--- config.mk ---
export PLATFORM = sky130hd
export DESIGN_NAME = rcd_core
export DESIGN_NICKNAME = d
export VERILOG_FILES = /design/src/logic/rcd_pkg.sv /design/src/logic/rcd_core.sv
export SDC_FILE = /design/constraint.sdc
export NUM_CORES = 1
export LEC_CHECK = 0
export BUFFER_PORTS_ARGS = -buffer_cell sky130_fd_sc_hd__buf_2
export CAP_MARGIN = 20
export CORE_UTILIZATION = 55
export CTS_CLUSTER_DIAMETER = 150
export DETAILED_ROUTE_END_ITERATION = 10
export PLACE_DENSITY = 0.89
export SETUP_SLACK_MARGIN = 0.05
export SLEW_MARGIN = 40
export SYNTH_ARGS = -nofsm -noshare
export SYNTH_HDL_FRONTEND = slang
export SYNTH_SLANG_ARGS = --single-unit
--- constraint.sdc ---
create_clock -name core_clk -period 11.8 [get_ports core_clk]
set_input_delay 1.18 -clock core_clk [delete_from_list [all_inputs] [get_ports core_clk]]
set_output_delay 1.18 -clock core_clk [all_outputs]
set_load 0.01 [all_outputs]
--- src/logic/rcd_pkg.sv ---
// Constants and carriers for the 8-bit RISC core datapath.
// Assumes one 50 MHz clock domain and an Avalon-MM host for debug.
package rcd_pkg;
    // ----------------------------------------
    // Sizes
    // ----------------------------------------
    localparam int DATA_W = 8;
    localparam int INSN_W = 12;
    localparam int PC_W_LARGE = 11; // 2048-word program store
    localparam int PC_W_SMALL = 9;  // 512-word program store
    localparam int INSN_COUNT = 33;
    localparam logic [1:0] PHASE_LAST = 2'h3;

    // ----------------------------------------
    // Reset values
    // ----------------------------------------
    localparam logic [11:0] INSN_NOP = 12'h000;
    localparam logic [7:0] STAT_RST = 8'h18;
    localparam logic [7:0] W_RST = 8'h00;
    localparam logic [7:0] FSR_RST = 8'h00;
    localparam logic [1:0] CTRL_RST = 2'h1; // Running, clock out off

    // ----------------------------------------
    // Internal file locations (low five bits)
    // ----------------------------------------
    localparam logic [4:0] LOC_INDIRECT = 5'h00;
    localparam logic [4:0] LOC_PCL = 5'h02;
    localparam logic [4:0] LOC_STATUS = 5'h03;
    localparam logic [4:0] LOC_FSR = 5'h04;

    // Status bit positions
    localparam int ST_C = 0;
    localparam int ST_NB = 1;
    localparam int ST_Z = 2;

    // ----------------------------------------
    // Debug register byte offsets
    // ----------------------------------------
    localparam logic [3:0] OFS_CTRL = 4'h0;
    localparam logic [3:0] OFS_CORE = 4'h4;
    localparam logic [3:0] OFS_FETCH = 4'h8;

    typedef struct packed {
        logic qen;
        logic run;
    } rcd_ctrl_t;

    typedef struct packed {
        logic [7:0] addr;
        logic [7:0] wdata;
        logic we;
    } rcd_dreq_t;
endpackage : rcd_pkg

--- src/logic/rcd_core.sv ---
// 8-bit RISC core datapath with debug slave and quarter-rate clock out.
// Assumes an async-read program store and register file on core_clk.
//
// Local design decisions: the Avalon-MM register port and the placing of the registers.
`timescale 1ns/1ps
module rcd_core #(
    parameter int PC_W = rcd_pkg::PC_W_LARGE
) (
    // Clock and resets
    input logic core_clk,
    input logic reset_n,
    input logic master_reset_n,
    // Program fetch bus
    output logic [PC_W-1:0] prog_addr,
    input logic [11:0] prog_data,
    // Register file bus
    output rcd_pkg::rcd_dreq_t data_req,
    input logic [7:0] data_rdata,
    // Avalon-MM slave
    input logic [3:0] avs_address,
    input logic avs_read,
    input logic avs_write,
    input logic [3:0] avs_byteenable,
    input logic [31:0] avs_writedata,
    output logic [31:0] avs_readdata,
    output logic avs_waitrequest,
    // Clock output
    output logic quarter_rate_out
);
    logic [1:0] phase_r, phase_nxt;
    logic [11:0] ir_r, ir_nxt;
    logic [PC_W-1:0] pc_r, pc_nxt, stk0_r, stk0_nxt, stk1_r, stk1_nxt;
    logic [7:0] w_r, w_nxt, stat_r, stat_nxt, fsr_r, fsr_nxt;
    rcd_pkg::rcd_dreq_t dreq_r, dreq_nxt;
    rcd_pkg::rcd_ctrl_t ctrl_r, ctrl_nxt;
    logic qout_r, qout_nxt, ack_r, ack_nxt;
    logic [31:0] rdata_r, rdata_nxt;
    logic cyc_en, flush, pcl_wr;
    logic [7:0] eaddr, fv, res, aop, bop, mask;
    logic cin, wr_f, wr_w, fop, upd_z, upd_c, upd_nb, c_n;
    logic skip, jump, ret, call, is_sub;
    logic [8:0] sum9, dsum9;
    logic [11:0] tgt12, pcl12;

    // Shared adder; nine bits keep the carry
    function automatic logic [8:0] add9(input logic [7:0] a,
                                        input logic [7:0] b,
                                        input logic ci);
        add9 = {1'b0, a} + {1'b0, b} + {8'h00, ci};
    endfunction : add9

    // Locations served inside the core rather than on the file bus
    function automatic logic is_int(input logic [7:0] a);
        is_int = (a[4:0] == rcd_pkg::LOC_INDIRECT) ||
                 (a[4:0] == rcd_pkg::LOC_PCL) ||
                 (a[4:0] == rcd_pkg::LOC_STATUS) ||
                 (a[4:0] == rcd_pkg::LOC_FSR);
    endfunction : is_int

    // ----------------------------------------
    // Operand fetch
    // ----------------------------------------
    // Indirect through the pointer, or direct within its bank
    assign eaddr = (ir_r[4:0] == rcd_pkg::LOC_INDIRECT) ? fsr_r
                 : {fsr_r[7:5], ir_r[4:0]};
    assign cyc_en = ctrl_r.run && (phase_r == rcd_pkg::PHASE_LAST);

    // Counter, status and pointer read as file locations
    always_comb
    begin
        case (eaddr[4:0])
            rcd_pkg::LOC_INDIRECT: fv = 8'h00;
            rcd_pkg::LOC_PCL: fv = pc_r[7:0];
            rcd_pkg::LOC_STATUS: fv = stat_r;
            rcd_pkg::LOC_FSR: fv = fsr_r;
            default: fv = data_rdata;
        endcase
    end

    // Adder operands; subtraction adds the inverse plus one
    always_comb
    begin
        aop = fv;
        bop = w_r;
        cin = 1'b0;
        casez (ir_r[11:6])
            6'b000010: begin bop = ~w_r; cin = 1'b1; end
            6'b000011, 6'b001011: bop = 8'hFF;
            6'b001010, 6'b001111: begin bop = 8'h00; cin = 1'b1; end
            default: bop = w_r;
        endcase
        sum9 = add9(aop, bop, cin);
        dsum9 = add9({4'h0, aop[3:0]}, {4'h0, bop[3:0]}, cin);
    end

    // ----------------------------------------
    // Instruction decode and ALU
    // ----------------------------------------
    // Result defaults to the file value; the accumulator feeds only some ops
    always_comb
    begin
        res = fv;
        fop = 1'b0;
        wr_f = 1'b0;
        wr_w = 1'b0;
        upd_z = 1'b0;
        upd_c = 1'b0;
        upd_nb = 1'b0;
        c_n = sum9[8];
        skip = 1'b0;
        jump = 1'b0;
        ret = 1'b0;
        call = 1'b0;
        is_sub = 1'b0;
        mask = 8'h01 << ir_r[7:5];
        tgt12 = {1'b0, stat_r[6:5], ir_r[8:0]};
        casez (ir_r[11:5])
            7'b0000001: begin res = w_r; wr_f = 1'b1; end
            7'b000001?: begin res = 8'h00; fop = 1'b1; upd_z = 1'b1; end
            7'b000010?: begin
                res = sum9[7:0];
                fop = 1'b1;
                {upd_z, upd_c, upd_nb, is_sub} = 4'hF;
            end
            7'b000011?: begin res = sum9[7:0]; fop = 1'b1; upd_z = 1'b1; end
            7'b000100?: begin res = fv | w_r; fop = 1'b1; upd_z = 1'b1; end
            7'b000101?: begin res = fv & w_r; fop = 1'b1; upd_z = 1'b1; end
            7'b000110?: begin res = fv ^ w_r; fop = 1'b1; upd_z = 1'b1; end
            7'b000111?: begin
                res = sum9[7:0];
                fop = 1'b1;
                {upd_z, upd_c, upd_nb} = 3'h7;
            end
            7'b001000?: begin fop = 1'b1; upd_z = 1'b1; end
            7'b001001?: begin res = ~fv; fop = 1'b1; upd_z = 1'b1; end
            7'b001010?: begin res = sum9[7:0]; fop = 1'b1; upd_z = 1'b1; end
            7'b001011?, 7'b001111?: begin
                res = sum9[7:0];
                fop = 1'b1;
                skip = (sum9[7:0] == 8'h00);
            end
            7'b001100?: begin // Rotate right through carry
                res = {stat_r[rcd_pkg::ST_C], fv[7:1]};
                c_n = fv[0];
                fop = 1'b1;
                upd_c = 1'b1;
            end
            7'b001101?: begin
                res = {fv[6:0], stat_r[rcd_pkg::ST_C]};
                c_n = fv[7];
                fop = 1'b1;
                upd_c = 1'b1;
            end
            7'b001110?: begin res = {fv[3:0], fv[7:4]}; fop = 1'b1; end
            7'b0100???: begin res = fv & ~mask; wr_f = 1'b1; end
            7'b0101???: begin res = fv | mask; wr_f = 1'b1; end
            7'b0110???: skip = ((fv & mask) == 8'h00);
            7'b0111???: skip = ((fv & mask) != 8'h00);
            7'b1000???: begin
                res = ir_r[7:0];
                wr_w = 1'b1;
                jump = 1'b1;
                ret = 1'b1;
            end
            7'b1001???: begin
                tgt12 = {1'b0, stat_r[6:5], 1'b0, ir_r[7:0]};
                jump = 1'b1;
                call = 1'b1;
            end
            7'b101????: jump = 1'b1;
            7'b1100???: begin res = ir_r[7:0]; wr_w = 1'b1; end
            7'b1101???:
            begin
                res = ir_r[7:0] | w_r;
                wr_w = 1'b1;
                upd_z = 1'b1;
            end
            7'b1110???:
            begin
                res = ir_r[7:0] & w_r;
                wr_w = 1'b1;
                upd_z = 1'b1;
            end
            7'b1111???:
            begin
                res = ir_r[7:0] ^ w_r;
                wr_w = 1'b1;
                upd_z = 1'b1;
            end
            default: res = fv; // Control words run as no-ops
        endcase
        if (fop)
        begin
            wr_f = ir_r[5];
            wr_w = ~ir_r[5];
        end
    end

    // ----------------------------------------
    // Sequencer
    // ----------------------------------------
    // Four phases per cycle; state commits on the last phase only
    always_comb
    begin
        phase_nxt = phase_r;
        ir_nxt = ir_r;
        pc_nxt = pc_r;
        stk0_nxt = stk0_r;
        stk1_nxt = stk1_r;
        w_nxt = w_r;
        stat_nxt = stat_r;
        fsr_nxt = fsr_r;
        dreq_nxt = dreq_r;
        dreq_nxt.we = 1'b0;
        pcl12 = {1'b0, stat_r[6:5], 1'b0, res};
        pcl_wr = wr_f && (eaddr[4:0] == rcd_pkg::LOC_PCL);
        flush = jump || skip || pcl_wr;
        if (ctrl_r.run)
        begin
            phase_nxt = phase_r + 2'h1;
            if (phase_r == 2'h0)
                dreq_nxt.addr = eaddr;
            if (phase_r == 2'h2)
            begin
                // Internal locations never get a write strobe on the file bus
                dreq_nxt.wdata = res;
                dreq_nxt.we = wr_f && !is_int(eaddr);
            end
            if (cyc_en)
            begin
                // Fetched word dropped when flow changes
                ir_nxt = flush ? rcd_pkg::INSN_NOP : prog_data;
                pc_nxt = pc_r + {{(PC_W-1){1'b0}}, 1'b1};
                if (wr_w)
                    w_nxt = res;
                if (wr_f && eaddr[4:0] == rcd_pkg::LOC_STATUS)
                    stat_nxt = {res[7:5], stat_r[4:3], res[2:0]};
                if (wr_f && eaddr[4:0] == rcd_pkg::LOC_FSR)
                    fsr_nxt = res;
                if (pcl_wr)
                    pc_nxt = pcl12[PC_W-1:0];
                if (upd_z)
                    stat_nxt[rcd_pkg::ST_Z] = (res == 8'h00);
                if (upd_c)
                    stat_nxt[rcd_pkg::ST_C] = c_n;
                if (upd_nb)
                    stat_nxt[rcd_pkg::ST_NB] = dsum9[4];
                if (jump)
                    pc_nxt = ret ? stk0_r : tgt12[PC_W-1:0];
                if (call)
                begin
                    stk1_nxt = stk0_r;
                    stk0_nxt = pc_r;
                end
                if (ret)
                    stk0_nxt = stk1_r;
            end
        end
        // Pin reset is synchronous; bus registers survive it
        if (!master_reset_n)
        begin
            phase_nxt = 2'h0;
            ir_nxt = rcd_pkg::INSN_NOP;
            pc_nxt = '1;
            stat_nxt = rcd_pkg::STAT_RST;
            fsr_nxt = rcd_pkg::FSR_RST;
            dreq_nxt = '0;
        end
        // Output only on the last two phases, so a quarter of core_clk
        qout_nxt = ctrl_r.qen && phase_nxt[1];
    end

    // Core state registers
    always_ff @(posedge core_clk or negedge reset_n)
    begin
        if (!reset_n)
        begin
            phase_r <= 2'h0;
            ir_r <= rcd_pkg::INSN_NOP;
            pc_r <= '1;
            stk0_r <= '0;
            stk1_r <= '0;
            w_r <= rcd_pkg::W_RST;
            stat_r <= rcd_pkg::STAT_RST;
            fsr_r <= rcd_pkg::FSR_RST;
            dreq_r <= '0;
            qout_r <= 1'b0;
        end
        else
        begin
            phase_r <= phase_nxt;
            ir_r <= ir_nxt;
            pc_r <= pc_nxt;
            stk0_r <= stk0_nxt;
            stk1_r <= stk1_nxt;
            w_r <= w_nxt;
            stat_r <= stat_nxt;
            fsr_r <= fsr_nxt;
            dreq_r <= dreq_nxt;
            qout_r <= qout_nxt;
        end
    end

    assign prog_addr = pc_r;
    assign data_req = dreq_r;
    assign quarter_rate_out = qout_r;

    // ----------------------------------------
    // Avalon-MM slave
    // ----------------------------------------
    // One wait cycle; read data captured while the request waits
    always_comb
    begin
        ack_nxt = (avs_read || avs_write) && !ack_r;
        ctrl_nxt = ctrl_r;
        rdata_nxt = rdata_r;
        if (avs_read && !ack_r)
        begin
            case (avs_address)
                rcd_pkg::OFS_CTRL: rdata_nxt = {30'h0, ctrl_r};
                rcd_pkg::OFS_CORE: rdata_nxt = {8'h00, fsr_r, stat_r, w_r};
                rcd_pkg::OFS_FETCH: rdata_nxt = {4'h0, ir_r, 16'(pc_r)};
                default: rdata_nxt = 32'h0000_0000;
            endcase
        end
        if (avs_write && ack_r && avs_byteenable[0] &&
            avs_address == rcd_pkg::OFS_CTRL)
            ctrl_nxt = avs_writedata[1:0];
    end

    // Bus registers
    always_ff @(posedge core_clk or negedge reset_n)
    begin
        if (!reset_n)
        begin
            ctrl_r <= rcd_pkg::CTRL_RST;
            ack_r <= 1'b0;
            rdata_r <= 32'h0000_0000;
        end
        else
        begin
            ctrl_r <= ctrl_nxt;
            ack_r <= ack_nxt;
            rdata_r <= rdata_nxt;
        end
    end

    assign avs_waitrequest = (avs_read || avs_write) && !ack_r;
    assign avs_readdata = rdata_r;
endmodule : rcd_core

Word-level counts from Yosys, hierarchy flattened
Index checks and enable logic that the tools add are counted.
{"block": "word_totals", "reg_bits": 124, "latchBits": 0, "ram_bits": 0, "mem_bits_ro": 0, "input_bits": 65, "out_inout_bits": 62, "elab_cells": 185, "mem_count": 0}
{"block": "classes", "addsub": 6, "multipliers": 0, "div_mod_pow": 0, "order_cmp": 0, "eq_ne": 43, "shifts": 1, "mux": 49, "bitwise": 13, "reduce_logical": 52}
{"cell": "case mux 8 bit (16 select lines)", "count": 1}
{"cell": "two-way mux 11 bit", "count": 8}
{"cell": "case mux 28 bit (3 select lines)", "count": 1}
{"cell": "two-way mux 8 bit", "count": 9}
{"cell": "equality test 6 x 4 -> 1 bit (second input constant)", "count": 8}
{"cell": "two-way mux 12 bit", "count": 4}
{"cell": "two-way mux 17 bit", "count": 2}
{"cell": "AND 8 bit", "count": 4}
{"cell": "case mux 8 bit (4 select lines)", "count": 1}
{"cell": "equality test 4 bit (second input constant)", "count": 7}
{"cell": "equality test 6 x 3 -> 1 bit (second input constant)", "count": 4}
{"cell": "logical NOT 8 bit", "count": 3}
{"cell": "NOT 8 bit", "count": 3}
{"cell": "OR 8 bit", "count": 3}
{"cell": "case mux 8 bit (3 select lines)", "count": 1}
{"cell": "AND reduction 3 bit", "count": 8}
{"cell": "equality test 4 x 3 -> 1 bit (second input constant)", "count": 5}
{"cell": "two-way mux 9 bit", "count": 2}
{"cell": "XOR 8 bit", "count": 2}
{"cell": "two-way mux 1 bit", "count": 15}
{"cell": "OR reduction 15 bit", "count": 1}
{"cell": "OR reduction 13 bit", "count": 1}
{"cell": "equality test 6 x 2 -> 1 bit (second input constant)", "count": 2}
{"cell": "!= test 2 x 1 -> 1 bit (second input constant)", "count": 6}
{"cell": "other kinds (33)", "count": 63}

Depth between registers and ports, before layout
Gate-level depths: netlist (run 1).
{"block": "logic_depth", "ltp_word": 14, "depth_mapped": 20, "depth_no_buf": 17}

Least setup slack after synthesis (run 1)
OpenSTA, ideal clock, no wires.
{"block": "synth_timing", "kind": "reg-to-reg", "from": "register ir_r[0]", "to": "register stat_r[2]", "setup_time_ns": 0.088, "arrival_time_ns": 4.873, "t_required_ns": 11.712, "slack_ns": 6.838, "path_stages_with_launch": 19, "n_path_buf": 2, "period_less_slack_ns": 4.962, "cell_sequence": "dfrtp_1 -> buf_6 -> nor3_4 -> nand2_1 -> a21o_1 -> buf_4 -> a211oi_2 -> fa_1 -> inv_1 -> fa_1 -> a21o_1 -> a311o_1 -> a21oi_1 -> xnor2_1 -> a2111oi_1 -> a41oi_1 -> a2111o_1 -> or4_1 -> a211oi_2"}
{"block": "synth_between", "elab_chain_len": 12, "elab_cells_between_ends": 28, "cone_classes": "2 x add/sub; 4 x eq/ne; 8 x mux; 9 x bitwise; 5 x reduce/logical"}
{"item": "from (decl)", "line": "rcd_core.sv:31", "rtl": "logic [11:0] ir_r, ir_nxt;"}
{"item": "from (signal assigned)", "line": "rcd_core.sv:279", "rtl": "ir_r <= rcd_pkg::INSN_NOP;"}
{"item": "from (signal assigned)", "line": "rcd_core.sv:292", "rtl": "ir_r <= ir_nxt;"}
{"item": "logical NOT 5 bit", "line": "rcd_core.sv:64", "rtl": "assign eaddr = (ir_r[4:0] == rcd_pkg::LOC_INDIRECT) ? fsr_r"}
{"item": "two-way mux 5 bit", "line": "rcd_core.sv:64"}
{"item": "equality test 5 x 3 -> 1 bit (tied with other cells)", "line": "rcd_core.sv:71", "rtl": "case (eaddr[4:0])"}
{"item": "case mux 8 bit (4 select lines)", "line": "rcd_core.sv:71"}
{"item": "adder 8 x 8 -> 9 bit", "line": "rcd_core.sv:49", "rtl": "add9 = {1'b0, a} + {1'b0, b} + {8'h00, ci};"}
{"item": "adder 9 x 1 -> 9 bit", "line": "rcd_core.sv:49"}
{"item": "case mux 8 bit (16 select lines)", "line": "rcd_core.sv:117", "rtl": "casez (ir_r[11:5])"}
{"item": "logical NOT 8 bit / two-way mux 8 bit (equally long branches)", "line": "rcd_core.sv:243, rcd_core.sv:236"}
{"item": "two-way mux 1 bit", "line": "rcd_core.sv:242", "rtl": "if (upd_z)"}
{"item": "two-way mux 8 bit", "line": "rcd_core.sv:229", "rtl": "if (cyc_en)"}
{"item": "two-way mux 8 bit", "line": "rcd_core.sv:218", "rtl": "if (ctrl_r.run)"}
{"item": "two-way mux 8 bit", "line": "rcd_core.sv:260", "rtl": "if (!master_reset_n)"}
{"item": "to (signal assigned)", "line": "rcd_core.sv:284", "rtl": "stat_r <= rcd_pkg::STAT_RST;"}
{"item": "to (signal assigned)", "line": "rcd_core.sv:297", "rtl": "stat_r <= stat_nxt;"}
{"item": "to (decl)", "line": "rcd_core.sv:33", "rtl": "logic [7:0] w_r, w_nxt, stat_r, stat_nxt, fsr_r, fsr_nxt;"}
Parallel ways exist; a longest one is shown, timed or not. The select of a mux whose other input is x is not followed.
A chain may end at the register's enable or synchronous reset.

Worst setup path in the final report (run 1)
{"block": "layout_timing", "from": "register ir_r[1]", "to": "register stat_r[2]"}
Same word-level chain as after synthesis.

==> metrics, run 1 <==
Synth Warn #=0; CTS tree=yes; Worst EP required=12.12 ns; layout cells sized above 1=0.203; Tot GR Track Use=0.389; number of antenna-violating nets in the routed design=0; number of top-level pins=between 100 and 150; Inserted Clock Buffers=17; crit-path most repeated cell=a211oi_2; WS Path Type=reg2reg; worst path arrival time=roughly 6.7 ns; Residual DRC=0; Detailed Routing Iterations Pass 1=6; P_leak=4.22 nW; DP HPWL=20300 um; sequential share of the synthesized area=0.362; max_cap viols=0; worst path cell trace=nor3b_2 > a21oi_2 > mux2_2 > a211oi_2 > or2_2 > inv_1 > ha_1 > a21o_1 > a311o_1 > a21oi_1 > xnor2_1 > a2111oi_1 > a41oi_2 > a2111o_1 > or4_1 > a211oi_2; first-pass GRT wire length=about 44000 um; switching power=225 uW; placed cell count=1204; clock share of power=0.539; RSZ-0062 raised after global routing=no; area of the multi-input gates=about 4900 um2; critical path's largest stage delay=0.89 ns; # fillers=roughly 1200; hold_sp=avs_readdata[20]; register cell area after layout=2970 um2; Setup Total Neg Slack=0 ns; CP startpoint kind=flop; Hold Path Class=reg2reg; Starting Density=0.565; worst-case clock buffer depth=2; Gate Count Post-Synth=981; IO Port Bufs=slightly below 90; Sequential Power Share=0.411; Setup Viol. Count Final=0; slowest CP cell=dfrtp_1; Worst-path clk slew=0.06 ns; mapped cell area=about 8200 um2; clock root buffer=clkbuf_16; ys async rst share=1.00; DR WL/cell=between 20 and 25 um; routed wire length=a little under 30000 um; Fin Hold WS=about 0.47 ns; final hold viol count=0; r2r startpoint=ir_r[1]; post-cts resize count=0; Hold Buf Count CTS=0; die height=124 um; initial DRC count=roughly 1100; final cell count without fillers=about 1200; skew final=~0.012 ns; Period minus WS final=6.40 ns; die area=15400 um2; R2R Setup Slk=~5.4 ns; crit end category=flop; vias per cell=roughly 6.9; vias in the first global route=a little under 8000; core area=around 15000 um2; width of the die=124 um; largest net degree at the start of global routing=62; internal power=791 uW; area grow syn2layout=14.7%; initial antenna violation count=0; syn_area_per_cell=around 8.4 um2; slew margin rel.=0.434; Post-synth top flop=dfrtp_1; combinational power share=0.049; Worst VDD drop=0.102 mV; Skew-Pair Late Insertion Delay=around 0.42 ns; Placer Congestion=approximately 1.0; total grt overflow=0; status=completed; clock sinks=approximately 120; Slew @ Worst Pin=0.849 ns; hold depth=2; library cells used by synthesis=85; terminus of the critical flop-to-flop path=stat_r[2]; EDFF count, synth=0; #FFs+latches synth=between 100 and 150; Highest Clock Rate=0.156 GHz; row count=between 40 and 50; reg2reg path depth=16; critical-path maximum fanout=17; Max Slew Vio Count=0; DR vias=around 8500; ant diodes=0; H-Tree Depth=4; Final nets=around 1100; Hold EP=avs_readdata[20]; Final period util=0.543; pwr/cell area=roughly 110 nW/um2; sw frac=0.221; number of setup buffers added after CTS=0
synthesized netlist by cell type (14+ instances only):
cell type | count | area [um2]
a21oi_1 | 74 | 370
a31oi_1 | 14 | 87.6
nand2_1 | 122 | 458
a22oi_1 | 25 | 188
mux2_2 | 25 | 282
nand2b_1 | 14 | 87.6
mux2i_1 | 37 | 370
nor2_1 | 105 | 394
nand3_1 | 24 | 120
o21ai_0 | 75 | 375
clkbuf_1 | 60 | 225
dfrtp_1 | 105 | 2630
nor3_1 | 14 | 70.1
inv_1 | 18 | 67.6
layer usage:
metal | global-route usage | share of wire | vias up
met2 | 0.590 | 0.44 | 626
li1 | - | - | 3726
met3 | 0.105 | 0.12 | 119
met5 | 0 | 0 | -
met1 | 0.521 | 0.40 | 4061
met4 | 0.164 | 0.038 | 0
registers in the layout (all words and copies together) (netlist names):
name and flops:
ack_r 1, avs_readdata 27, ctrl_r 2, data_req 17, fsr_r 8, ir_r 12
phase_r 2, prog_addr 11, quarter_rate_out 1, stat_r 7, stk0_r 11, stk1_r 11
w_r 8
layout make-up:
type | count | share of cell area
multi-input cells | 769 | 0.518
flip-flops and latches | 118 | 0.315
repair buffers | 115 | 0.0688
clock buffers | 23 | 0.0497
well taps | 184 | 0.0245
clock inverters | 9 | 0.0161
inverters | 19 | 0.00758
through the flow:
stage | utilization | setup slack (ns) | area, um2 | power (mW)
floorplan | - | 6.84 | 8220 | 0.448
global placement | 0.602 | 5.70 | 8750 | 0.471
detailed placement | 0.603 | 5.62 | 8770 | 0.473
CTS | 0.646 | 5.58 | 9390 | 1.02
finish | 0.648 | 5.40 | 9410 | 1.02
global route | 0.648 | 5.33 | 9410 | 1.04
worst max-delay path by stage:
stage / start / to / cells past startpoint
after floorplan: ir_r[0] / stat_r[2] / 18
after global placement: ir_r[1] / stat_r[2] / 16
after detailed placement: ir_r[1] / stat_r[2] / 16
after CTS: ir_r[1] / stat_r[2] / 16
after global routing: ir_r[1] / stat_r[2] / 16
final: ir_r[1] / stat_r[2] / 16
power groups by stage:
stage                     clock network (mW)  logic, mW  registers [mW]
final                                  0.548     0.0501           0.418
after CTS                              0.549     0.0493           0.417
after global routing                   0.567     0.0556           0.418
after floorplan                            0     0.0251           0.423
after detailed placement                   0     0.0487           0.424
after global placement                     0     0.0475           0.423
cell families (layout without fill, tap and decap cells):
group,after synthesis,after routing,share of synthesized area
and+or+nand+nor,363,363,0.211
AOI/OAI and AO/OA,313,313,0.261
DFF,118,118,0.362
buffers and inverters,97,166,0.0502
muxes,62,62,0.0794
xor gates and xnor gates,14,14,0.0149
adders and majority gates,13,13,0.0216
other,1,4,0.000457
critical path: cells and delay by family (launching register included):
kind / cells / cell delay, ns
DFF: 1 / 0.89
adders and majority gates: 1 / 0.35
buffers and inverters: 1 / 0.08
xor gates and xnor gates: 1 / 0.15
AOI/OAI and AO/OA: 9 / 3.51
muxes: 1 / 0.42
and+or+nand+nor: 3 / 0.90
layout by cell type (no fill, tap or decap), types with 5 or more instances in the layout:
master / instances
a211oi_1: 10
a21o_1: 5
a21oi_1: 73
a221oi_1: 6
a22o_1: 13
a22oi_1: 25
a31oi_1: 14
and2_1: 9
and3_1: 11
buf_2: 89
buf_4: 24
clkbuf_16: 17
dfrtp_1: 105
dfstp_2: 13
ha_1: 11
inv_1: 17
mux2_2: 25
mux2i_1: 37
nand2_1: 122
nand2b_1: 14
nand3_1: 24
nor2_1: 105
nor2b_1: 12
nor3_1: 13
nor4_1: 9
o211ai_1: 11
o21a_1: 5
o21ai_0: 75
o221ai_1: 8
o22ai_1: 7
o311ai_0: 5
or2_2: 7
or3_1: 6
or4_1: 5
xnor2_1: 6
xor2_1: 8
(Power assumes the default switching activity.)
==> run 2: changes to the inputs <==
--- a/config.mk
+++ b/config.mk
@@ -5,12 +5,13 @@
 export SDC_FILE = /design/constraint.sdc
 export NUM_CORES = 1
 export LEC_CHECK = 0
+export ABC_AREA = 1
 export BUFFER_PORTS_ARGS = -buffer_cell sky130_fd_sc_hd__buf_2
 export CAP_MARGIN = 20
-export CORE_UTILIZATION = 55
+export CORE_UTILIZATION = 52
 export CTS_CLUSTER_DIAMETER = 150
 export DETAILED_ROUTE_END_ITERATION = 10
-export PLACE_DENSITY = 0.89
+export PLACE_DENSITY = 0.88
 export SETUP_SLACK_MARGIN = 0.05
 export SLEW_MARGIN = 40
 export SYNTH_ARGS = -nofsm -noshare
==> constraint.sdc (replaced) <==
create_clock -name core_clk -period 5.7 [get_ports core_clk]
set_input_delay 0.57 -clock core_clk [delete_from_list [all_inputs] [get_ports core_clk]]
set_output_delay 0.57 -clock core_clk [all_outputs]
set_load 0.01 [all_outputs]
==> run 2 against run 1 <==
  * Core utilization fell by 3.9 points
  * Synthesized cell count up 19%
  * Final cell count rose by 17%
  * Design area is 2.1% lower
  * Combinational power grew to 43 times the previous value
  * Largest cell class unchanged
==> metrics, run 2 <==
Placed Instance Area=around 8600 um2; die height=between 100 and 150 um; Period minus WS final=just under 5 ns; Inserted Clock Buffers=17; WS Path Type=reg2reg; utilization after layout=0.609; Placer Congestion=roughly 1.0; initial DRC count=about 1200; Slew @ Worst Pin=about 0.8 ns; row count=45; largest net degree at the start of global routing=67; post-synthesis adder-cell area fraction=0.0221; routed wire length=approximately 28000 um; crit-path most repeated cell=nand2_1; simple-gate share of the synthesized area=0.328; Yosys top cell area share=0.327; post-cts resize count=0; number of antenna-violating nets in the routed design=0; sequential share of the synthesized area=0.369; vias per cell=a little over 6; final non-filler cell area=between 9000 and 10000 um2; slowest CP cell=dfrtp_1; Gate Count Post-Synth=1171; max_cap viols=0; Synth Warn #=0; Fin Hold WS=around 0.18 ns; area grow syn2layout=14.7%; width of the die=approximately 130 um; RSZ-0062 raised after global routing=no; crit end category=flop; initial antenna violation count=0; Worst-path clk slew=~0.060 ns; most frequent cells in the layout=289 x nand2_1, 138 x inv_1, 124 x nand3_1; area fraction in compound gates after synthesis=0.175; first-pass GRT wire length=approximately 44000 um; Setup Total Neg Slack=0 ns; Setup Viol. Count Final=0; worst-case clock buffer depth=2; placed cell count=about 1400; CTS tree=yes; ys async rst share=1.00; post-synthesis xor/xnor area fraction=0.0142; number of top-level pins=between 100 and 150; H-Tree Depth=4; DR WL/cell=approximately 19 um; Detailed Routing Iterations Pass 1=7; Hold Path Class=in2async; clock sinks=approximately 120; pwr/cell area=459 nW/um2; Worst VDD drop=~0.28 mV; number of setup buffers added after CTS=0; top post-synthesis cells by count=289 x nand2_1, 138 x inv_1, 125 x nand3_1, 110 x nor2_1, 109 x o21ai_0; Tot GR Track Use=0.358; slew margin rel.=0.472; final cell count without fillers=approximately 1400; Worst EP required=6.06 ns; R2R Setup Slk=0.83 ns; Post-synth top flop=dfrtp_1; library cells used by synthesis=~50; P_leak=between 4 and 5 nW; #FFs+latches synth=~120; most common cell after layout, fill and taps aside=nand2_1; largest family of logic cells by synthesized area=simple AND/OR/NAND/NOR gates; Starting Density=0.531; die area=around 16000 um2; Final period util=0.855; vias in the first global route=~8400; DP HPWL=approximately 20000 um; IO Port Bufs=just under 90; layout cells sized above 1=0.144; Hold Buf Count CTS=0; total grt overflow=0; Skew-Pair Late Insertion Delay=0.42 ns; Yosys top cell by area=dfrtp_1; EDFF count, synth=0; mux share of post-synthesis cell area=0.00140; core area=about 15000 um2; skew final=around 0.014 ns; CP startpoint kind=flop; DR vias=8939; Max Slew Vio Count=0; Final nets=approximately 1300; Highest Clock Rate=slightly above 0.2 GHz; worst path arrival time=about 5.2 ns; clock root buffer=clkbuf_16; status=completed; ranking of synthesized cells by area=dfrtp_1 33%, nand2_1 13%, nand3_1 7.8%; number of flip-flops in the largest register=27; Residual DRC=0; mapped cell area=around 8000 um2; final hold viol count=0; syn_area_per_cell=6.86 um2; ant diodes=0; critical-path maximum fanout=9; critical path's largest stage delay=0.50 ns; cell with the most instances after synthesis=nand2_1
[run 2: changes by cell type in the layout (fill, tap and decap cells not counted), moves of 15 or more]
cell     change
nand2_1    +167
inv_1      +121
nand3_1    +100
mux2i_1     -37
o21ai_0     +34
o22ai_1     +29
a21oi_1     -26
mux2_2      -24
a22oi_1     -22
nand2_2     +17
buf_4       -15
nand4_1     +15
[run 2: final cells by class]
class | instances | area [um2]
Clock buffer | 21 | 460
Clock inverter | 11 | 125
Fill cell | 1302 | 5930
Inverter | 141 | 529
Multi-Input combinational cell | 872 | 4380
Sequential cell | 118 | 2970
Tap cell | 188 | 235
Timing Repair Buffer | 98 | 519
[run 2: path summary, 6_finish.rpt]
path                                        from          endpoint  cells past startpoint
worst max-delay path                     ir_r[4]         stat_r[2]                     31
worst max register to register           ir_r[4]         stat_r[2]                     31
min in group core_clk           avs_writedata[1]         ctrl_r[1]                      3
worst min-delay path                     reset_n       data_req[8]                      1
max in group asynchronous                reset_n           ir_r[8]                      2
worst min register to register  avs_readdata[17]  avs_readdata[17]                      2
[run 2: cell families after synthesis]
logic type	count (synthesis)
adder cells (fa/ha/maj)	13
buffers and inverters	184
XOR/XNOR	13
AO/OA/AOI/OAI	242
AND/OR/NAND/NOR	599
flip-flops	118
other	1
multiplexers	1
[run 2: where the power goes]
group	leakage (nW)	switching [mW]	internal [mW]
sequential	1.54	0.0737	0.909
clock	0.283	0.404	0.667
combinational	3.00	1.56	0.612
total	4.82	2.04	2.19
[run 2: layer usage]
| metal | track usage | vias up | share of wire |
|---|---|---|---|
| li1 | - | 4064 | - |
| met1 | 0.480 | 4154 | 0.39 |
| met2 | 0.547 | 585 | 0.44 |
| met3 | 0.0831 | 136 | 0.12 |
| met4 | 0.176 | 0 | 0.051 |
| met5 | 0 | - | 0 |
[run 2: worst max-delay path: cells and delay by family (launching register included)]
kind | cells | cell delay, ns
adders and majority gates | 2 | 0.67
and+or+nand+nor | 23 | 2.62
xor gates and xnor gates | 1 | 0.16
buffers and inverters | 2 | 0.33
AOI/OAI and AO/OA | 3 | 0.48
DFF | 1 | 0.50
[run 2: per-stage QoR]
stage                     setup slack (ns)  power (mW)
after floorplan                       1.79        2.47
after global placement                1.11        3.03
after detailed placement              1.04        3.06
after CTS                            0.980        4.13
after global routing                 0.449        4.48
final                                0.828        4.23
